===== src/include/rtca_cfg.svh =====
/*
  Register offsets, field positions, reset values and timing counts for
  the alarm compare block.
  Assumes a 125 MHz core clock and a 32-bit AXI4-Lite register bus.
*/
`ifndef RTCA_CFG_SVH
`define RTCA_CFG_SVH

// ---------------------------------------------------------------
// Register byte offsets
// ---------------------------------------------------------------
`define RTCA_OFS_CTRL 12'h000
`define RTCA_OFS_TIME 12'h004
`define RTCA_OFS_STAT 12'h008
`define RTCA_OFS_MASK 12'h00C
`define RTCA_OFS_NOW 12'h010
`define RTCA_OFS_LEFT 12'h014

// ---------------------------------------------------------------
// Field positions
// ---------------------------------------------------------------
`define RTCA_CTRL_RPT_LSB 0
`define RTCA_CTRL_EN_BIT 8
`define RTCA_CTRL_SET_BIT 9
`define RTCA_TIME_HT_LSB 28
`define RTCA_TIME_HU_LSB 24
`define RTCA_TIME_MT_LSB 20
`define RTCA_TIME_MU_LSB 16
`define RTCA_TIME_ST_LSB 12
`define RTCA_TIME_SU_LSB 8
`define RTCA_TIME_IMPL_MASK 32'hFFFF_FF00
`define RTCA_STAT_ALARM_BIT 0
`define RTCA_STAT_DONE_BIT 1

// ---------------------------------------------------------------
// Reset values and timing
// ---------------------------------------------------------------
`define RTCA_CTRL_RESET 10'h000
`define RTCA_MASK_RESET 2'h0
`define RTCA_CLK_HZ 125000000
`define RTCA_SEC_HZ 1
`define RTCA_SEC_CYCLES (`RTCA_CLK_HZ / `RTCA_SEC_HZ)

`endif


===== src/include/rtca_pkg.sv =====
/*
  Types for the alarm compare block.
  Assumes nothing beyond the constants header.
*/
package rtca_pkg;

  // Time of day as six BCD digits
  typedef struct packed {
    logic [3:0] hour_tens_digit;
    logic [3:0] hour_units_digit;
    logic [3:0] minute_tens_digit;
    logic [3:0] minute_units_digit;
    logic [3:0] second_tens_digit;
    logic [3:0] second_units_digit;
  } rtca_time_s;

  // Alarm sequencer states
  typedef enum logic [1:0] {
    RTCA_IDLE,
    RTCA_ARMED,
    RTCA_HOLD
  } rtca_state_e;

endpackage


===== src/core/rtca_alarm.sv =====
/*
  Alarm compare block: alarm time register, repeat counter, running clock,
  sticky status with mask, AXI4-Lite register slave.
  Assumes one 125 MHz core clock. i_por_rst is the power-on reset and is
  the only reset of the alarm control register; the alarm time register has no reset; i_rst resets the rest.
*/
`timescale 1ns/1ps
`include "rtca_cfg.svh"

// How it works
// Eight-bit repeat count; alarm fires count plus one times.
// Control register holding repeat count cleared only by power-on reset.
// Alarm time bits 31-28 hold hour tens digit, 0 to 2.
// Alarm time bits 27-24 hold hour units digit, 0 to 9.
// Alarm time bits 23-20 hold minute tens digit, 0 to 5.
// Alarm time bits 19-16 hold minute units digit, 0 to 9.
// Alarm time bits 15-12 hold second tens digit, 0 to 5.
// Alarm time bits 11-8 hold second units digit, 0 to 9.
// Alarm time bits 7-0 read zero and ignore writes.
// Time match while enabled raises event, decrements count until exhausted.
// Alarm digits are read-write; undefined until software loads them.
module rtca_alarm #(
  parameter int unsigned SEC_CYCLES = `RTCA_SEC_CYCLES
) (
  input wire logic i_core_clk,
  input wire logic i_rst,
  input wire logic i_por_rst,
  input wire logic [11:0] i_awaddr,
  input wire logic i_awvalid,
  output logic o_awready,
  input wire logic [31:0] i_wdata,
  input wire logic [3:0] i_wstrb,
  input wire logic i_wvalid,
  output logic o_wready,
  output logic [1:0] o_bresp,
  output logic o_bvalid,
  input wire logic i_bready,
  input wire logic [11:0] i_araddr,
  input wire logic i_arvalid,
  output logic o_arready,
  output logic [31:0] o_rdata,
  output logic [1:0] o_rresp,
  output logic o_rvalid,
  input wire logic i_rready,
  output logic o_alarm_pulse,
  output logic o_irq
);

  // ---------------------------------------------------------------
  // Declarations
  // ---------------------------------------------------------------
  logic [11:0] awaddr_reg;
  logic aw_have_reg;
  logic [31:0] wdata_reg;
  logic [3:0] wstrb_reg;
  logic w_have_reg;
  logic wr_fire;
  logic wr_hit;
  logic [31:0] wmask;
  logic [31:0] rd_word;
  logic rd_hit;
  logic [7:0] rpt_reg;
  logic en_reg;
  logic [31:0] time_reg;
  logic [7:0] left_reg;
  logic [1:0] stat_reg;
  logic [1:0] mask_reg;
  logic [1:0] stat_set;
  logic tick;
  logic match;
  logic fire;
  logic load_now;
  rtca_pkg::rtca_time_s now;
  rtca_pkg::rtca_time_s alarm_time;
  rtca_pkg::rtca_state_e state_reg;

  // ---------------------------------------------------------------
  // Write channel: address and data taken in either order
  // ---------------------------------------------------------------
  assign o_awready = !aw_have_reg && !o_bvalid;
  assign o_wready = !w_have_reg && !o_bvalid;
  assign wr_fire = aw_have_reg && w_have_reg && !o_bvalid;

  // Byte lanes expanded to a bit mask
  genvar gi;
  generate
    for (gi = 0; gi < 4; gi++) begin : g_lane
      assign wmask[gi*8 +: 8] = {8{wstrb_reg[gi]}};
    end
  endgenerate

  // Hold address until the pair completes
  always_ff @(posedge i_core_clk or posedge i_rst) begin
    if (i_rst) begin
      aw_have_reg <= 1'b0;
      awaddr_reg <= 12'h000;
    end else if (i_awvalid && o_awready) begin
      aw_have_reg <= 1'b1;
      awaddr_reg <= i_awaddr;
    end else if (wr_fire) begin
      aw_have_reg <= 1'b0;
    end
  end

  // Hold data until the pair completes
  always_ff @(posedge i_core_clk or posedge i_rst) begin
    if (i_rst) begin
      w_have_reg <= 1'b0;
      wdata_reg <= 32'h0000_0000;
      wstrb_reg <= 4'h0;
    end else if (i_wvalid && o_wready) begin
      w_have_reg <= 1'b1;
      wdata_reg <= i_wdata;
      wstrb_reg <= i_wstrb;
    end else if (wr_fire) begin
      w_have_reg <= 1'b0;
    end
  end

  // Writable offsets; others answer SLVERR
  always_comb begin
    case (awaddr_reg)
      `RTCA_OFS_CTRL: wr_hit = 1'b1;
      `RTCA_OFS_TIME: wr_hit = 1'b1;
      `RTCA_OFS_STAT: wr_hit = 1'b1;
      `RTCA_OFS_MASK: wr_hit = 1'b1;
      `RTCA_OFS_NOW: wr_hit = 1'b1;
      default: wr_hit = 1'b0;
    endcase
  end

  // Write response, held until bready
  always_ff @(posedge i_core_clk or posedge i_rst) begin
    if (i_rst) begin
      o_bvalid <= 1'b0;
      o_bresp <= 2'h0;
    end else if (wr_fire) begin
      o_bvalid <= 1'b1;
      o_bresp <= wr_hit ? 2'h0 : 2'h2;
    end else if (i_bready) begin
      o_bvalid <= 1'b0;
    end
  end

  // ---------------------------------------------------------------
  // Control register: survives every reset except power-on
  // ---------------------------------------------------------------
  // power-on only
  always_ff @(posedge i_core_clk or posedge i_por_rst) begin
    if (i_por_rst) begin
      {en_reg, rpt_reg} <= 9'h000;
    end else if (wr_fire && awaddr_reg == `RTCA_OFS_CTRL) begin
      // eight-bit count
      if (wstrb_reg[0]) begin
        rpt_reg <= wdata_reg[`RTCA_CTRL_RPT_LSB +: 8];
      end
      if (wstrb_reg[1]) begin
        en_reg <= wdata_reg[`RTCA_CTRL_EN_BIT];
      end
    end
  end

  // field layout via struct
  // hour units field
  // minute tens field
  // minute units field
  // second tens field
  // second units field
  assign alarm_time = rtca_pkg::rtca_time_s'(time_reg[31:8]);

  // Alarm time has no reset: undefined until software writes it
  // read write digits
  // low byte dropped
  always_ff @(posedge i_core_clk) begin
    if (wr_fire && awaddr_reg == `RTCA_OFS_TIME) begin
      time_reg <= ((time_reg & ~wmask) | (wdata_reg & wmask)) &
                  `RTCA_TIME_IMPL_MASK;
    end
  end

  // Mask register, same layout as status
  always_ff @(posedge i_core_clk or posedge i_rst) begin
    if (i_rst) begin
      mask_reg <= `RTCA_MASK_RESET;
    end else if (wr_fire && awaddr_reg == `RTCA_OFS_MASK && wstrb_reg[0]) begin
      mask_reg <= wdata_reg[1:0];
    end
  end

  // ---------------------------------------------------------------
  // Timebase and running clock
  // ---------------------------------------------------------------
  assign load_now = wr_fire && awaddr_reg == `RTCA_OFS_NOW &&
                    (&wstrb_reg[3:1]);

  rtca_tick #(
    .SEC_CYCLES(SEC_CYCLES)
  ) u_tick (
    .i_core_clk(i_core_clk),
    .i_rst(i_rst),
    .o_tick(tick)
  );

  rtca_clock u_clock (
    .i_core_clk(i_core_clk),
    .i_rst(i_rst),
    .i_tick(tick),
    .i_load(load_now),
    .i_load_time(rtca_pkg::rtca_time_s'(wdata_reg[31:8])),
    .o_now(now)
  );

  // ---------------------------------------------------------------
  // Match and fire sequencer
  // ---------------------------------------------------------------
  // Compare only on a tick so one second of match fires once
  assign match = tick && (now == alarm_time);
  // Enable gates the fire too, so a disable in the match cycle drops it
  assign fire = (state_reg == rtca_pkg::RTCA_ARMED) && en_reg && match;

  // Arming reloads the remaining count from the repeat value
  // match and decrement
  always_ff @(posedge i_core_clk or posedge i_rst) begin
    if (i_rst) begin
      state_reg <= rtca_pkg::RTCA_IDLE;
      left_reg <= 8'h00;
    end else begin
      case (state_reg)
        rtca_pkg::RTCA_IDLE: begin
          if (en_reg) begin
            state_reg <= rtca_pkg::RTCA_ARMED;
            left_reg <= rpt_reg;
          end
        end
        rtca_pkg::RTCA_ARMED: begin
          if (!en_reg) begin
            state_reg <= rtca_pkg::RTCA_IDLE;
          end else if (fire) begin
            // count plus one firings
            if (left_reg == 8'h00) begin
              state_reg <= rtca_pkg::RTCA_HOLD;
            end else begin
              left_reg <= left_reg - 8'h01;
            end
          end
        end
        rtca_pkg::RTCA_HOLD: begin
          // Exhausted; software disables to rearm
          if (!en_reg) begin
            state_reg <= rtca_pkg::RTCA_IDLE;
          end
        end
        default: state_reg <= rtca_pkg::RTCA_IDLE;
      endcase
    end
  end

  // One-cycle event pulse
  always_ff @(posedge i_core_clk or posedge i_rst) begin
    if (i_rst) begin
      o_alarm_pulse <= 1'b0;
    end else begin
      o_alarm_pulse <= fire;
    end
  end

  // ---------------------------------------------------------------
  // Sticky status: write one clears, a set in the same cycle wins
  // ---------------------------------------------------------------
  assign stat_set = {fire && left_reg == 8'h00, fire};

  always_ff @(posedge i_core_clk or posedge i_rst) begin
    if (i_rst) begin
      stat_reg <= 2'h0;
    end else if (wr_fire && awaddr_reg == `RTCA_OFS_STAT && wstrb_reg[0]) begin
      stat_reg <= (stat_reg & ~wdata_reg[1:0]) | stat_set;
    end else begin
      stat_reg <= stat_reg | stat_set;
    end
  end

  assign o_irq = |(stat_reg & mask_reg);

  // ---------------------------------------------------------------
  // Read channel
  // ---------------------------------------------------------------
  assign o_arready = !o_rvalid;

  always_comb begin
    rd_hit = 1'b1;
    case (i_araddr)
      `RTCA_OFS_CTRL: rd_word = {22'h00_0000,
                                 state_reg != rtca_pkg::RTCA_IDLE,
                                 en_reg, rpt_reg};
      `RTCA_OFS_TIME: rd_word = time_reg & `RTCA_TIME_IMPL_MASK;
      `RTCA_OFS_STAT: rd_word = {30'h0000_0000, stat_reg};
      `RTCA_OFS_MASK: rd_word = {30'h0000_0000, mask_reg};
      `RTCA_OFS_NOW: rd_word = {now, 8'h00};
      `RTCA_OFS_LEFT: rd_word = {24'h00_0000, left_reg};
      default: begin
        rd_word = 32'h0000_0000;
        rd_hit = 1'b0;
      end
    endcase
  end

  // Read data registered, held until rready
  always_ff @(posedge i_core_clk or posedge i_rst) begin
    if (i_rst) begin
      o_rvalid <= 1'b0;
      o_rdata <= 32'h0000_0000;
      o_rresp <= 2'h0;
    end else if (i_arvalid && o_arready) begin
      o_rvalid <= 1'b1;
      o_rdata <= rd_word;
      o_rresp <= rd_hit ? 2'h0 : 2'h2;
    end else if (i_rready) begin
      o_rvalid <= 1'b0;
    end
  end

  // ---------------------------------------------------------------
  // Checks
  // ---------------------------------------------------------------
  logic past_valid_reg;
  always_ff @(posedge i_core_clk or posedge i_rst) begin
    if (i_rst) begin
      past_valid_reg <= 1'b0;
    end else begin
      past_valid_reg <= 1'b1;
    end
  end
endmodule


===== src/core/rtca_clock.sv =====
/*
  Running BCD time of day, advanced once per tick, loadable by software.
  Assumes load and tick come from the same core clock.
*/
`timescale 1ns/1ps
`include "rtca_cfg.svh"

module rtca_clock (
  input wire logic i_core_clk,
  input wire logic i_rst,
  input wire logic i_tick,
  input wire logic i_load,
  input rtca_pkg::rtca_time_s i_load_time,
  output rtca_pkg::rtca_time_s o_now
);

  rtca_pkg::rtca_time_s now_next;

  // BCD carry chain; 23:59:59 wraps to 00:00:00
  always_comb begin
    now_next = o_now;
    if (o_now.second_units_digit != 4'h9) begin
      now_next.second_units_digit = o_now.second_units_digit + 4'h1;
    end else begin
      now_next.second_units_digit = 4'h0;
      if (o_now.second_tens_digit != 4'h5) begin
        now_next.second_tens_digit = o_now.second_tens_digit + 4'h1;
      end else begin
        now_next.second_tens_digit = 4'h0;
        if (o_now.minute_units_digit != 4'h9) begin
          now_next.minute_units_digit = o_now.minute_units_digit + 4'h1;
        end else begin
          now_next.minute_units_digit = 4'h0;
          if (o_now.minute_tens_digit != 4'h5) begin
            now_next.minute_tens_digit = o_now.minute_tens_digit + 4'h1;
          end else begin
            now_next.minute_tens_digit = 4'h0;
            if (o_now.hour_tens_digit == 4'h2 &&
                o_now.hour_units_digit == 4'h3) begin
              now_next.hour_tens_digit = 4'h0;
              now_next.hour_units_digit = 4'h0;
            end else if (o_now.hour_units_digit == 4'h9) begin
              now_next.hour_units_digit = 4'h0;
              now_next.hour_tens_digit = o_now.hour_tens_digit + 4'h1;
            end else begin
              now_next.hour_units_digit = o_now.hour_units_digit + 4'h1;
            end
          end
        end
      end
    end
  end

  // Load has priority over the tick so software sees its value stick
  always_ff @(posedge i_core_clk or posedge i_rst) begin
    if (i_rst) begin
      o_now <= '0;
    end else if (i_load) begin
      o_now <= i_load_time;
    end else if (i_tick) begin
      o_now <= now_next;
    end
  end

endmodule


===== src/core/rtca_tick.sv =====
/*
  One-second tick divider.
  Assumes one core clock; the tick is a one-cycle enable.
*/
`timescale 1ns/1ps
`include "rtca_cfg.svh"

module rtca_tick #(
  parameter int unsigned SEC_CYCLES = `RTCA_SEC_CYCLES
) (
  input wire logic i_core_clk,
  input wire logic i_rst,
  output logic o_tick
);

  logic [26:0] cnt_reg;

  // Free-running divider, wraps at one second
  always_ff @(posedge i_core_clk or posedge i_rst) begin
    if (i_rst) begin
      cnt_reg <= 27'h000_0000;
      o_tick <= 1'b0;
    end else if (cnt_reg == 27'(SEC_CYCLES - 1)) begin
      cnt_reg <= 27'h000_0000;
      o_tick <= 1'b1;
    end else begin
      cnt_reg <= cnt_reg + 27'h000_0001;
      o_tick <= 1'b0;
    end
  end

endmodule


===== config.mk =====
export PLATFORM = sky130hd
export DESIGN_NAME = rtca_alarm
export DESIGN_NICKNAME = d
export VERILOG_FILES = /design/src/include/rtca_pkg.sv /design/src/core/rtca_alarm.sv /design/src/core/rtca_clock.sv /design/src/core/rtca_tick.sv
export VERILOG_INCLUDE_DIRS = /design/src /design/src/include
export SDC_FILE = /design/constraint.sdc
export NUM_CORES = 1
export LEC_CHECK = 0
export BUFFER_PORTS_ARGS = -buffer_cell sky130_fd_sc_hd__clkbuf_2
export CAP_MARGIN = 20
export CORE_UTILIZATION = 50
export CTS_BUF_LIST = sky130_fd_sc_hd__clkbuf_8
export DETAILED_ROUTE_END_ITERATION = 12
export GPL_ROUTABILITY_DRIVEN = 0
export HOLD_SLACK_MARGIN = 0.06
export PLACE_DENSITY = 0.75
export SLEW_MARGIN = 20
export SYNTH_ARGS = -nofsm -noshare
export SYNTH_HDL_FRONTEND = slang
export SYNTH_SLANG_ARGS = --single-unit
export TNS_END_PERCENT = 1

===== constraint.sdc =====
create_clock -name i_core_clk -period 5.2 [get_ports i_core_clk]
set_input_delay 1.04 -clock i_core_clk [delete_from_list [all_inputs] [get_ports i_core_clk]]
set_output_delay 1.04 -clock i_core_clk [all_outputs]
set_load 0.03 [all_outputs]

After elaboration in Yosys (flattened, before gate mapping)
Cells that the tools add are included.
W data, S select, Z words.

storage, ports and cells
  bits in registers = 188
  output and inout port bits = 43
  logic and storage cells = 162

operators by class
  $add $sub $neg = 8
  equality and inequality tests = 31
  mux-type cells = 39
  bitwise operators = 9
  reduce and logical (&&, ||, !) cells = 49

operator list
  operator                 count
  $pmux W32 S6             1
  $and A32 B32 Y32         2
  $eq A12 B4 Y1 const B    4
  $mux W24                 2
  $mux W8                  6
  $eq A12 B5 Y1 const B    3
  $not A32 Y32             1
  $or A32 B32 Y32          1
  $add A27 B1 Y27 const B  1
  $eq A27 B27 Y1 const B   1
  $mux W27                 1
  $add A4 B1 Y4 const B    6
  $eq A12 B3 Y1 const B    2
  $eq A24 B24 Y1           1
  $logic_not A12 Y1        2
  $mux W4                  6
  $logic_and A1 B1 Y1      20
  $mux W20                 1
  $ne A2 B2 Y1 const B     9
  $mux W16                 1
  $mux W2                  8
  $pmux W8 S2              1
  $reduce_bool A2 Y1       7
  $mux W12                 1
  26 further kinds         48

Longest topological paths before layout
Gate-level depths: netlist of run 1.

  word-level depth = 9
  gate-level depth with buffers = 8
  mapped depth without buffers = 7

By module
From an unflattened synthesis of run 1, not the netlist that was laid out.

second synthesis, totals
  cell total of the unflattened synthesis = 805
  area total of the unflattened synthesis = 8,889.8 um^2

modules (own cells, without submodules)
  module      times used  cells an instance  area an instance (um^2)  sequential area each (um^2)
  rtca_alarm  1           493                5,876.9                  3,473.3
  rtca_clock  1           171                1,584.0                  600.6
  rtca_tick   1           141                1,428.9                  700.7

Worst setup path after synthesis of run 1
OpenSTA, ideal clock, no wires.

  path kind = input-to-reg
  start point = input port i_araddr[9]
  end point = register o_rdata[17]
  data arrival time = 2,337 ps
  slack = 2,781 ps
  stages = 6
  path buffers = 1
  cell sequence = nor4_2 -> nand3_1 -> nor3b_2 -> buf_2 -> a22oi_1 -> o21ai_0

between the ends
  longest elaborated chain between the ends = 2
  elaborated cells between the ends (all ways) = 7

RTL lines
  item                                         line               text
  start: declaration                           rtca_alarm.sv:38   input wire logic [11:0] i_araddr,
  $eq A12 B5 Y1, or another cell as far along  rtca_alarm.sv:291  case (i_araddr)
  $pmux W32 S6 *                               rtca_alarm.sv:291
  end signal: assignment                       rtca_alarm.sv:315  o_rdata <= rd_word;
  end: declaration                             rtca_alarm.sv:41   output logic [31:0] o_rdata,

Every way passes the cells marked *; elsewhere a longest branch is shown, timed or not.
A chain may end at the register's enable or synchronous reset.

Worst setup path in the final report of run 1
  start point = input port i_arvalid
  end point = register o_rdata[20]

between the ends
  longest elaborated chain between the ends = 1

RTL lines
  item                 line               text
  start: declaration   rtca_alarm.sv:39   input wire logic i_arvalid,
  $logic_and A1 B1 Y1  rtca_alarm.sv:313  end else if (i_arvalid && o_arready) begin

No other way between the ends.

==> flow_summary.yaml, run 1 <==
sta:
  max_slew_margin_pct: 30.09
  fmax_ghz: 0.3398
  tightest_slew_ns: 1.046
  setup_viol: 0
  totalNegativeSetupSlack_ns: 0
  period_needed_ns: 2.943
  clock_skew_ns: 0.01985
  hold_violations: 0
  drv_slew: 0
  grt_setup_unrepaired: "no"
  finalCritPeriodShare_pct: 56.59
routing:
  route.detailed.drc: 0
  drtAntennaViolNets: 0
  wl_met2_mm: 9.122
  avgRoutedWirePerCell_um: 16.95
  first_iter_violations: 364
  drt-met1-wl_mm: 8.719
  route.vias.total: 6427
  wirelength_mm: 19.02
  drt_first_pass_iters: 5
  highest_layer: "met4"
  wl_met3_um: 780
  viasPerCell: 5.728
hold_path:
  hold_start: "wdata_reg[23]"
  hp-class: "reg2reg"
  worstHoldPathCells: 0
global_routing:
  antenna_found_initial: 0
  grt_overflow: 0
  grt_pass1_wl_mm: 31.28
  grt_max_degree: 86
  first_global_vias: 6168
  grt_use_total_pct: 22.32
clock_network:
  ctsResizeCount: 0
  cts_tree: "yes"
  cts_hold_buf: 0
  cts.clk_slew.worst_paths_ns: 0.09
  htreeDepth: 4
  cts_root_buffer: "clkbuf_8"
  cts_buffers: 17
  cts_buffer_depth: 2
  cts.sink_count: 186
  worstSkewPairLatency_ns: 0.48
  postCtsSetupBuffers: 0
pwr:
  comb_power_share_pct: 15.1
  power_switching_mw: 1.014
  p_leak_nw: 4.306
  peakVddDrop_v: 0.0002896
  p_seq_share_pct: 55.9
  pwr-share-clk_pct: 29.0
  pwr_density_cell_nw_per_um2: 342.9
  p_int_mw: 2.400
  swShare_pct: 29.70
  power.total_mw: 3.413
floorplanning:
  start_util_pct: 51.06
  die-area_um2: 18200
  row_count: 48
  boundaryPins: 111
  die_h_um: 134.9
  coreArea_um2: 17300
  die_width_um: 134.9
synthesis:
  synth_sequential_area_ratio_pct: 54.06
  async_reset_ff_share_pct: 87.10
  synth_area_leader_cell: "dfrtp_1"
  synth_edf_count: 24
  synth_area_leaders: "dfrtp_1 46%, edfxtp_1 8.2%, mux2_2 7.9%"
  synth_ff_type: "dfrtp_1"
  post-synth-top-count-cell: "dfrtp_1"
  synth.distinct_cells: 65
  yosys_warnings: 0
  syn_area_um2: 8832
  synth_top_area_share_pct: 45.90
  synth_top_cells_by_count: "162 x dfrtp_1, 62 x mux2_2, 62 x nand2_1"
  synth_cells: 789
  postSynthRegisterBits: 186
  avgSynthCellArea_um2: 11.19
status:
  status: "finished, final reports clean"
setup_path:
  crit_fanout: 35
  worstReg2RegStart: "o_rvalid"
  slowest_delay_ns: 0.86
  critPathSlowestCell: "nand3_1"
  crit_required_ns: 5.56
  worst_ep_arrival_time_ns: 3.31
  r2r-end: "o_rdata[20]"
  startpoint_type: "primary input"
  path_cells: "clkbuf_2 > nand2b_1 > buf_4 > a2111oi_0 > nand3_1 > o21ai_0"
  worst-r2r-setup-slack_ns: 2.41
  cp_num_buf_inv: 2
  rr_worst_depth: 5
  critPathTopFamily: "compound AO/OA/AOI/OAI gates"
  end_kind: "register"
  critical_path_class: "in2reg"
placed_design:
  io_buffer_count: 108
  dp_hpwl_mm: 13.46
final_layout:
  nets: 959
  area_growth_syn_to_layout_pct: 12.71
  antenna_cells: 0
  drive_gt1_share_pct: 26.42
job:
  maxCapViolCount: 0
-- worst max-delay path by stage --
stage | start | end | slack [ns] | depth (start not counted)
floorplan | i_rst | aw_have_reg | 0.04 | 1
global placement | i_arvalid | o_rdata[20] | 1.92 | 6
detailed placement | i_arvalid | o_rdata[6] | 1.75 | 6
CTS | i_arvalid | o_rdata[20] | 2.24 | 6
global route | i_arvalid | o_rdata[8] | 1.94 | 6
finish | i_arvalid | o_rdata[20] | 2.26 | 6
-- power by group through the flow --
stage	combinational, mW	clock, mW	sequential, mW
after floorplan	0.415	0	1.87
after global placement	0.505	0	1.93
after detailed placement	0.521	0	1.94
after CTS	0.524	1.01	1.91
after global routing	0.571	1.07	1.94
final	0.515	0.991	1.91
-- cells in the final DEF (no fill, tap or decap), types with 4 or more instances in the layout --
cell / netlist / routed
and3_1: 12 / 12
ha_1: 7 / 7
inv_8: 0 / 5
dfrtp_1: 162 / 162
inv_6: 0 / 4
clkbuf_8: 0 / 17
o22a_1: 5 / 5
a211oi_1: 4 / 4
nand2b_1: 6 / 6
mux2_2: 62 / 62
and2_1: 11 / 10
a31oi_1: 9 / 9
xnor2_1: 36 / 36
nor4_1: 5 / 5
nand2_1: 62 / 62
inv_1: 14 / 13
buf_4: 3 / 7
nor4b_1: 4 / 4
xor2_1: 19 / 19
nor3b_1: 6 / 6
o21ai_0: 53 / 53
nor2b_1: 12 / 12
a22oi_1: 32 / 32
edfxtp_1: 24 / 24
a21oi_1: 17 / 17
nor3_1: 17 / 17
clkbuf_2: 0 / 108
nor2_1: 45 / 45
nand4_1: 22 / 22
mux2i_1: 5 / 5
nand3_1: 31 / 31
-- routing by layer --
layer  up-vias  global-route usage (%)
met4         0                   8.489
met2       160                   35.51
met3        26                   3.904
li1       3049                       -
met5         -                       0
met1      3192                   30.63
-- final cells by class --
class / count / area [µm²]
clock buffers: 17 / 234.0
well taps: 225 / 281.5
clock inverters: 15 / 177.7
inverters: 14 / 57.56
multi-input cells: 550 / 3836
flip-flops and latches: 186 / 4775
repair buffers: 115 / 593.1
fillers: 1456 / 7342
-- cell families (layout without fill, tap and decap cells) --
logic type | after synthesis | count (layout) | synth area share, %
and+or+nand+nor | 269 | 269 | 17.33
DFF | 186 | 186 | 54.06
AOI/OAI and AO/OA | 150 | 150 | 11.02
muxes | 67 | 67 | 8.471
xor gates and xnor gates | 55 | 55 | 5.454
buffers and inverters | 54 | 161 | 2.635
adders and majority gates | 7 | 7 | 0.9916
other | 1 | 2 | 0.04246
-- stage by stage --
step                utilization, %  std cells  setup WS, ns  instance area, µm²  hold WS [ns]
floorplan                        -        790       0.03855                8836        0.4389
global placement             55.14       1090         1.923                9537        0.4579
detailed placement           55.14       1090         1.746                9537        0.4633
CTS                          57.52       1122         2.238                9948        0.4853
global route                 57.55       1122         1.945                9955        0.5051
finish                       57.55       1122         2.257                9955        0.4816
No activity file was read; power rests on OpenSTA's default activity.
==> run 2: changes to the inputs <==
Clock period 5.2 ns to 2.5 ns, I/O delays scaled along.
==> run 2 against run 1 <==
Against the previous run: final cell count grew 1.1%; utilization is 0.60 points higher; combinational power grew 120%; hold slack worse by 0.26 ns; highest routed layer unchanged; global-route usage grew 0.55 points; via count down 0.17%; critical path depth fell by 2; power up 110%; non-clock buffer count up 12; largest cell class unchanged.
==> flow_summary.yaml, run 2 (synthesis gave the netlist of run 1 again) <==
floorplanning:
  coreArea_um2: 17300
  die_width_um: 134.9
  die-area_um2: 18200
  die_h_um: 134.9
  row_count: 48
  start_util_pct: 51.06
  boundaryPins: 111
setup_path:
  r2r-end: "u_clock.o_now[15]"
  worstReg2RegStart: "awaddr_reg[11]"
  rr_worst_depth: 4
  worst-r2r-setup-slack_ns: 0.21
  end_kind: "register"
  critical_path_class: "reg2reg"
  worst_ep_arrival_time_ns: 2.65
  startpoint_type: "register"
  crit_required_ns: 2.86
  crit_fanout: 25
routing:
  first_iter_violations: 361
  route.vias.total: 6416
  drtAntennaViolNets: 0
  route.detailed.drc: 0
  drt_first_pass_iters: 5
  wirelength_mm: 19.56
  viasPerCell: 5.658
  avgRoutedWirePerCell_um: 17.25
global_routing:
  antenna_found_initial: 0
  grt_pass1_wl_mm: 32.22
  grt_overflow: 0
  grt_max_degree: 62
  first_global_vias: 6312
  grt_use_total_pct: 22.88
sta:
  period_needed_ns: 2.291
  hold_violations: 0
  grt_setup_unrepaired: "no"
  max_slew_margin_pct: 43.89
  drv_slew: 0
  totalNegativeSetupSlack_ns: 0
  tightest_slew_ns: 0.8417
  finalCritPeriodShare_pct: 91.63
  fin_ws_ns: 0.2092
  fmax_ghz: 0.4365
  clock_skew_ns: 0.02276
  setup_viol: 0
clock_network:
  htreeDepth: 4
  cts_root_buffer: "clkbuf_8"
  cts_buffers: 17
  cts.clk_slew.worst_paths_ns: 0.10
  worstSkewPairLatency_ns: 0.46
  cts_buffer_depth: 2
  cts.sink_count: 186
  cts_tree: "yes"
pwr:
  p_leak_nw: 4.366
  pwr-share-clk_pct: 28.2
  pwr_density_cell_nw_per_um2: 707.4
  power_switching_mw: 2.034
  swShare_pct: 28.58
  p_seq_share_pct: 56.2
  power.total_mw: 7.115
  p_int_mw: 5.081
  comb_power_share_pct: 15.5
  peakVddDrop_v: 0.0004195
final_layout:
  register_area_um2: 4775
  drive_gt1_share_pct: 27.28
  multiInputGateArea_um2: 3839
  layout_common_cells: "162 x dfrtp_1, 108 x clkbuf_2, 62 x mux2_2, 62 x nand2_1, 53 x o21ai_0"
  antenna_cells: 0
  nets: 971
  n_fill_cell: 1444
  final_common_cell: "dfrtp_1"
  area_growth_syn_to_layout_pct: 13.88
hold_path:
  hp-class: "in2reg"
  hold_start: "i_rready"
  hold_end: "o_rvalid"
  worstHoldPathCells: 2
job:
  maxCapViolCount: 0
status:
  status: "finished, final reports clean"
placed_design:
  dp_hpwl_mm: 14.17
  io_buffer_count: 108
  pre_cts_slack_ns: 0.03131
[run 2: through the flow]
step | cells | area (µm²) | utilization (%) | hold WS, ns
after floorplan | 790 | 8840 | - | 0.3279
after global placement | 1100 | 9635 | 55.71 | 0.4277
after detailed placement | 1100 | 9635 | 55.71 | 0.4270
after CTS | 1134 | 10050 | 58.10 | 0.1904
after global routing | 1134 | 10060 | 58.15 | 0.1920
final | 1134 | 10060 | 58.15 | 0.2172
[run 2: layer usage]
layer  GRT usage [%]  vias up  wire [µm]
met3           5.856       21       1008
met2           37.51      165       9494
met4           6.242        0        298
li1                -     3055          -
met1           30.13     3175       8759
met5               0        -          0
[run 2: power by group through the flow]
stage	registers [mW]	clock network, mW	logic, mW
finish	4.00	2.01	1.11
global route	4.06	2.17	1.21
CTS	4.00	2.05	1.12
detailed placement	4.06	0	1.12
global placement	4.03	0	1.08
floorplan	3.89	0	0.864
[run 2: worst max-delay path by stage]
stage / startpoint / slack [ns] / end
finish: awaddr_reg[11] / 0.21 / u_clock.o_now[15]
global route: awaddr_reg[11] / 0.01 / u_clock.o_now[15]
CTS: awaddr_reg[11] / 0.004 / register
detailed placement: awaddr_reg[11] / 0.03 / register
global placement: awaddr_reg[11] / 0.07 / register
floorplan: i_rst / 0.07 / aw_have_reg
[run 2: cell type report]
type / instances / share of cell area [%]
Timing Repair Buffer: 127 / 7.090
Sequential cell: 186 / 47.47
Tap cell: 225 / 2.799
Multi-Input combinational cell: 550 / 38.16
Clock inverter: 14 / 1.455
Clock buffer: 18 / 2.463
Inverter: 14 / 0.5598
[run 2: repair_timing]
item                                    in CTS  in global routing
endpoints found under the hold margin       13                  0
hold buffers                                 2                  0
endpoints found under the setup margin       0                 24
gates resized for setup                      0                  3
setup buffers                                0                  0
[run 2: worst max-delay path: stages (launching register included)]
cell and delay (ns):
dfrtp_1 0.39, nor4_1 0.45, nand4_1 0.32, or2_1 0.62
mux2_2 0.40
==> run 3: changes to the inputs <==
Settings changed: GPL_TIMING_DRIVEN set to 0.
==> run 3 against run 2 <==
Against the previous run: flip-flop and latch count is the same; power grew 0.18%; sequential power is essentially flat; die area is the same; clock power is essentially flat; largest power group unchanged; clock skew grew 0.00097 ns; global-route usage grew 1.3 points.
==> flow_summary.yaml, run 3 (synthesis gave the netlist of run 1 again) <==
status:
  status: "finished, final reports clean"
floorplanning:
  die_h_um: 134.9
  die_width_um: 134.9
  coreArea_um2: 17300
  row_count: 48
  boundaryPins: 111
  die-area_um2: 18200
  start_util_pct: 51.06
sta:
  hold_violations: 0
  fmax_ghz: 0.4288
  drv_slew: 0
  tightest_slew_ns: 0.7346
  setup_viol: 0
  period_needed_ns: 2.332
  grt_setup_unrepaired: "yes"
  fin_hold_ws_ns: 0.2284
  max_slew_margin_pct: 50.76
  fin_ws_ns: 0.1677
  finalCritPeriodShare_pct: 93.29
  clock_skew_ns: 0.02373
pwr:
  pwr-share-clk_pct: 28.2
  swShare_pct: 28.47
  pwr_density_cell_nw_per_um2: 699.6
  p_seq_share_pct: 55.8
  peakVddDrop_v: 0.0004530
  comb_power_share_pct: 16.0
  p_leak_nw: 4.447
  p_int_mw: 5.098
  power_switching_mw: 2.029
global_routing:
  grt_pass1_wl_mm: 33.99
  grt_overflow: 0
  first_global_vias: 6562
  antenna_found_initial: 0
  grt_use_total_pct: 24.20
  grt_max_degree: 35
setup_path:
  worstReg2RegStart: "o_rvalid"
  crit_required_ns: 2.87
  worst-r2r-setup-slack_ns: 0.17
  critical_path_class: "reg2reg"
  worst_ep_arrival_time_ns: 2.70
  end_kind: "register"
  rr_worst_depth: 6
  startpoint_type: "register"
  crit_path_start: "o_rvalid"
  cp-endpoint: "o_rdata[28]"
  crit_fanout: 10
  r2r-end: "o_rdata[28]"
final_layout:
  antenna_cells: 0
  final_common_cell: "dfrtp_1"
  drive_gt1_share_pct: 27.11
  area_growth_syn_to_layout_pct: 15.36
  register_area_um2: 4775
  layout_common_cells: "162 x dfrtp_1, 108 x clkbuf_2, 62 x mux2_2, 62 x nand2_1, 53 x o21ai_0"
  multiInputGateArea_um2: 3844
  n_fill_cell: 1477
  nets: 999
routing:
  drtAntennaViolNets: 0
  wirelength_mm: 20.43
  avgRoutedWirePerCell_um: 17.58
  drt_first_pass_iters: 5
  route.vias.total: 6704
  viasPerCell: 5.769
  first_iter_violations: 531
  route.detailed.drc: 0
clock_network:
  cts_tree: "yes"
  postCtsSetupBuffers: 0
  cts_buffers: 17
  htreeDepth: 4
  cts_buffer_depth: 2
  cts.clk_slew.worst_paths_ns: 0.09
  cts_root_buffer: "clkbuf_8"
  worstSkewPairLatency_ns: 0.47
  cts.sink_count: 186
job:
  maxCapViolCount: 0
placed_design:
  dp_hpwl_mm: 15.13
  io_buffer_count: 108
  pre_cts_slack_ns: 0.02770
hold_path:
  worstHoldPathCells: 2
  hp-class: "in2reg"
## run 3: cell count changes in the layout (fill, tap and decap cells not counted), moves of 3 or more
cell / before / now
buf_12: 2 / 5
buf_2: 0 / 15
buf_4: 15 / 3
clkbuf_1: 0 / 22
clkinvlp_4: 5 / 2
## run 3: area by class of cell
| type | instances | share of cell area [%] |
|---|---|---|
| sequential | 186 | 46.86 |
| multi-input combinational | 550 | 37.73 |
| timing repair buffer | 115 | 6.484 |
| tap | 225 | 2.763 |
| clock buffer | 18 | 2.432 |
| buffer | 40 | 1.768 |
| clock inverter | 14 | 1.412 |
| inverter | 14 | 0.5526 |
## run 3: layer usage
metal  up-vias  global-route usage [%]  share of wire, %  wire length, µm
li1       3138                       -                 -                -
met5         -                       0                 0                0
met1      3313                   33.00                44             9082
met2       232                   39.66                49             9997
met3        21                   4.167               5.1             1035
met4         0                   7.241               1.5              311
## run 3: metrics by stage
stage	power, mW	instance area (µm²)	instances	util (%)	setup TNS, ns
2_1_floorplan	4.752	8840	790	-	0
3_3_place_gp	5.094	9662	1123	55.86	-143.13
3_5_place_dp	5.169	9762	1128	56.44	0
4_1_cts	7.165	10180	1162	58.85	0
5_1_grt	7.462	10190	1162	58.90	-0.03463
6_report	7.128	10190	1162	58.90	0
## run 3: worst max-delay path, cell delays in order (launching register included)
cell and delay (ns):
dfrtp_1 0.40, nand2b_1 0.14, clkbuf_1 0.27, a2111oi_1 0.50, nand3_1 0.35, clkbuf_1 0.32
o21ai_0 0.26
## run 3: power groups by stage
stage	clock network [mW]	registers [mW]	logic (mW)
2_1_floorplan	0	3.89	0.864
3_3_place_gp	0	4.00	1.09
3_5_place_dp	0	4.03	1.14
4_1_cts	2.05	3.97	1.15
5_1_grt	2.17	4.03	1.26
6_report	2.01	3.98	1.14
## run 3: how the worst min path moves through the flow
| stage | end | slack (ns) | start |
|---|---|---|---|
| after detailed placement | register | 0.46 | wdata_reg[30] |
| after global routing | o_rvalid | 0.22 | i_rready |
| final | o_rvalid | 0.23 | i_rready |
| after global placement | register | 0.46 | wdata_reg[30] |
| after floorplan | en_reg | 0.33 | i_por_rst |
| after CTS | o_rvalid | 0.21 | i_rready |
## run 3: timing repair
action	in CTS	in global routing
gates resized for setup	1	4
endpoints found under the hold margin	37	0
pin swaps	0	0
hold buffers	2	0
setup endpoints to repair	1	47
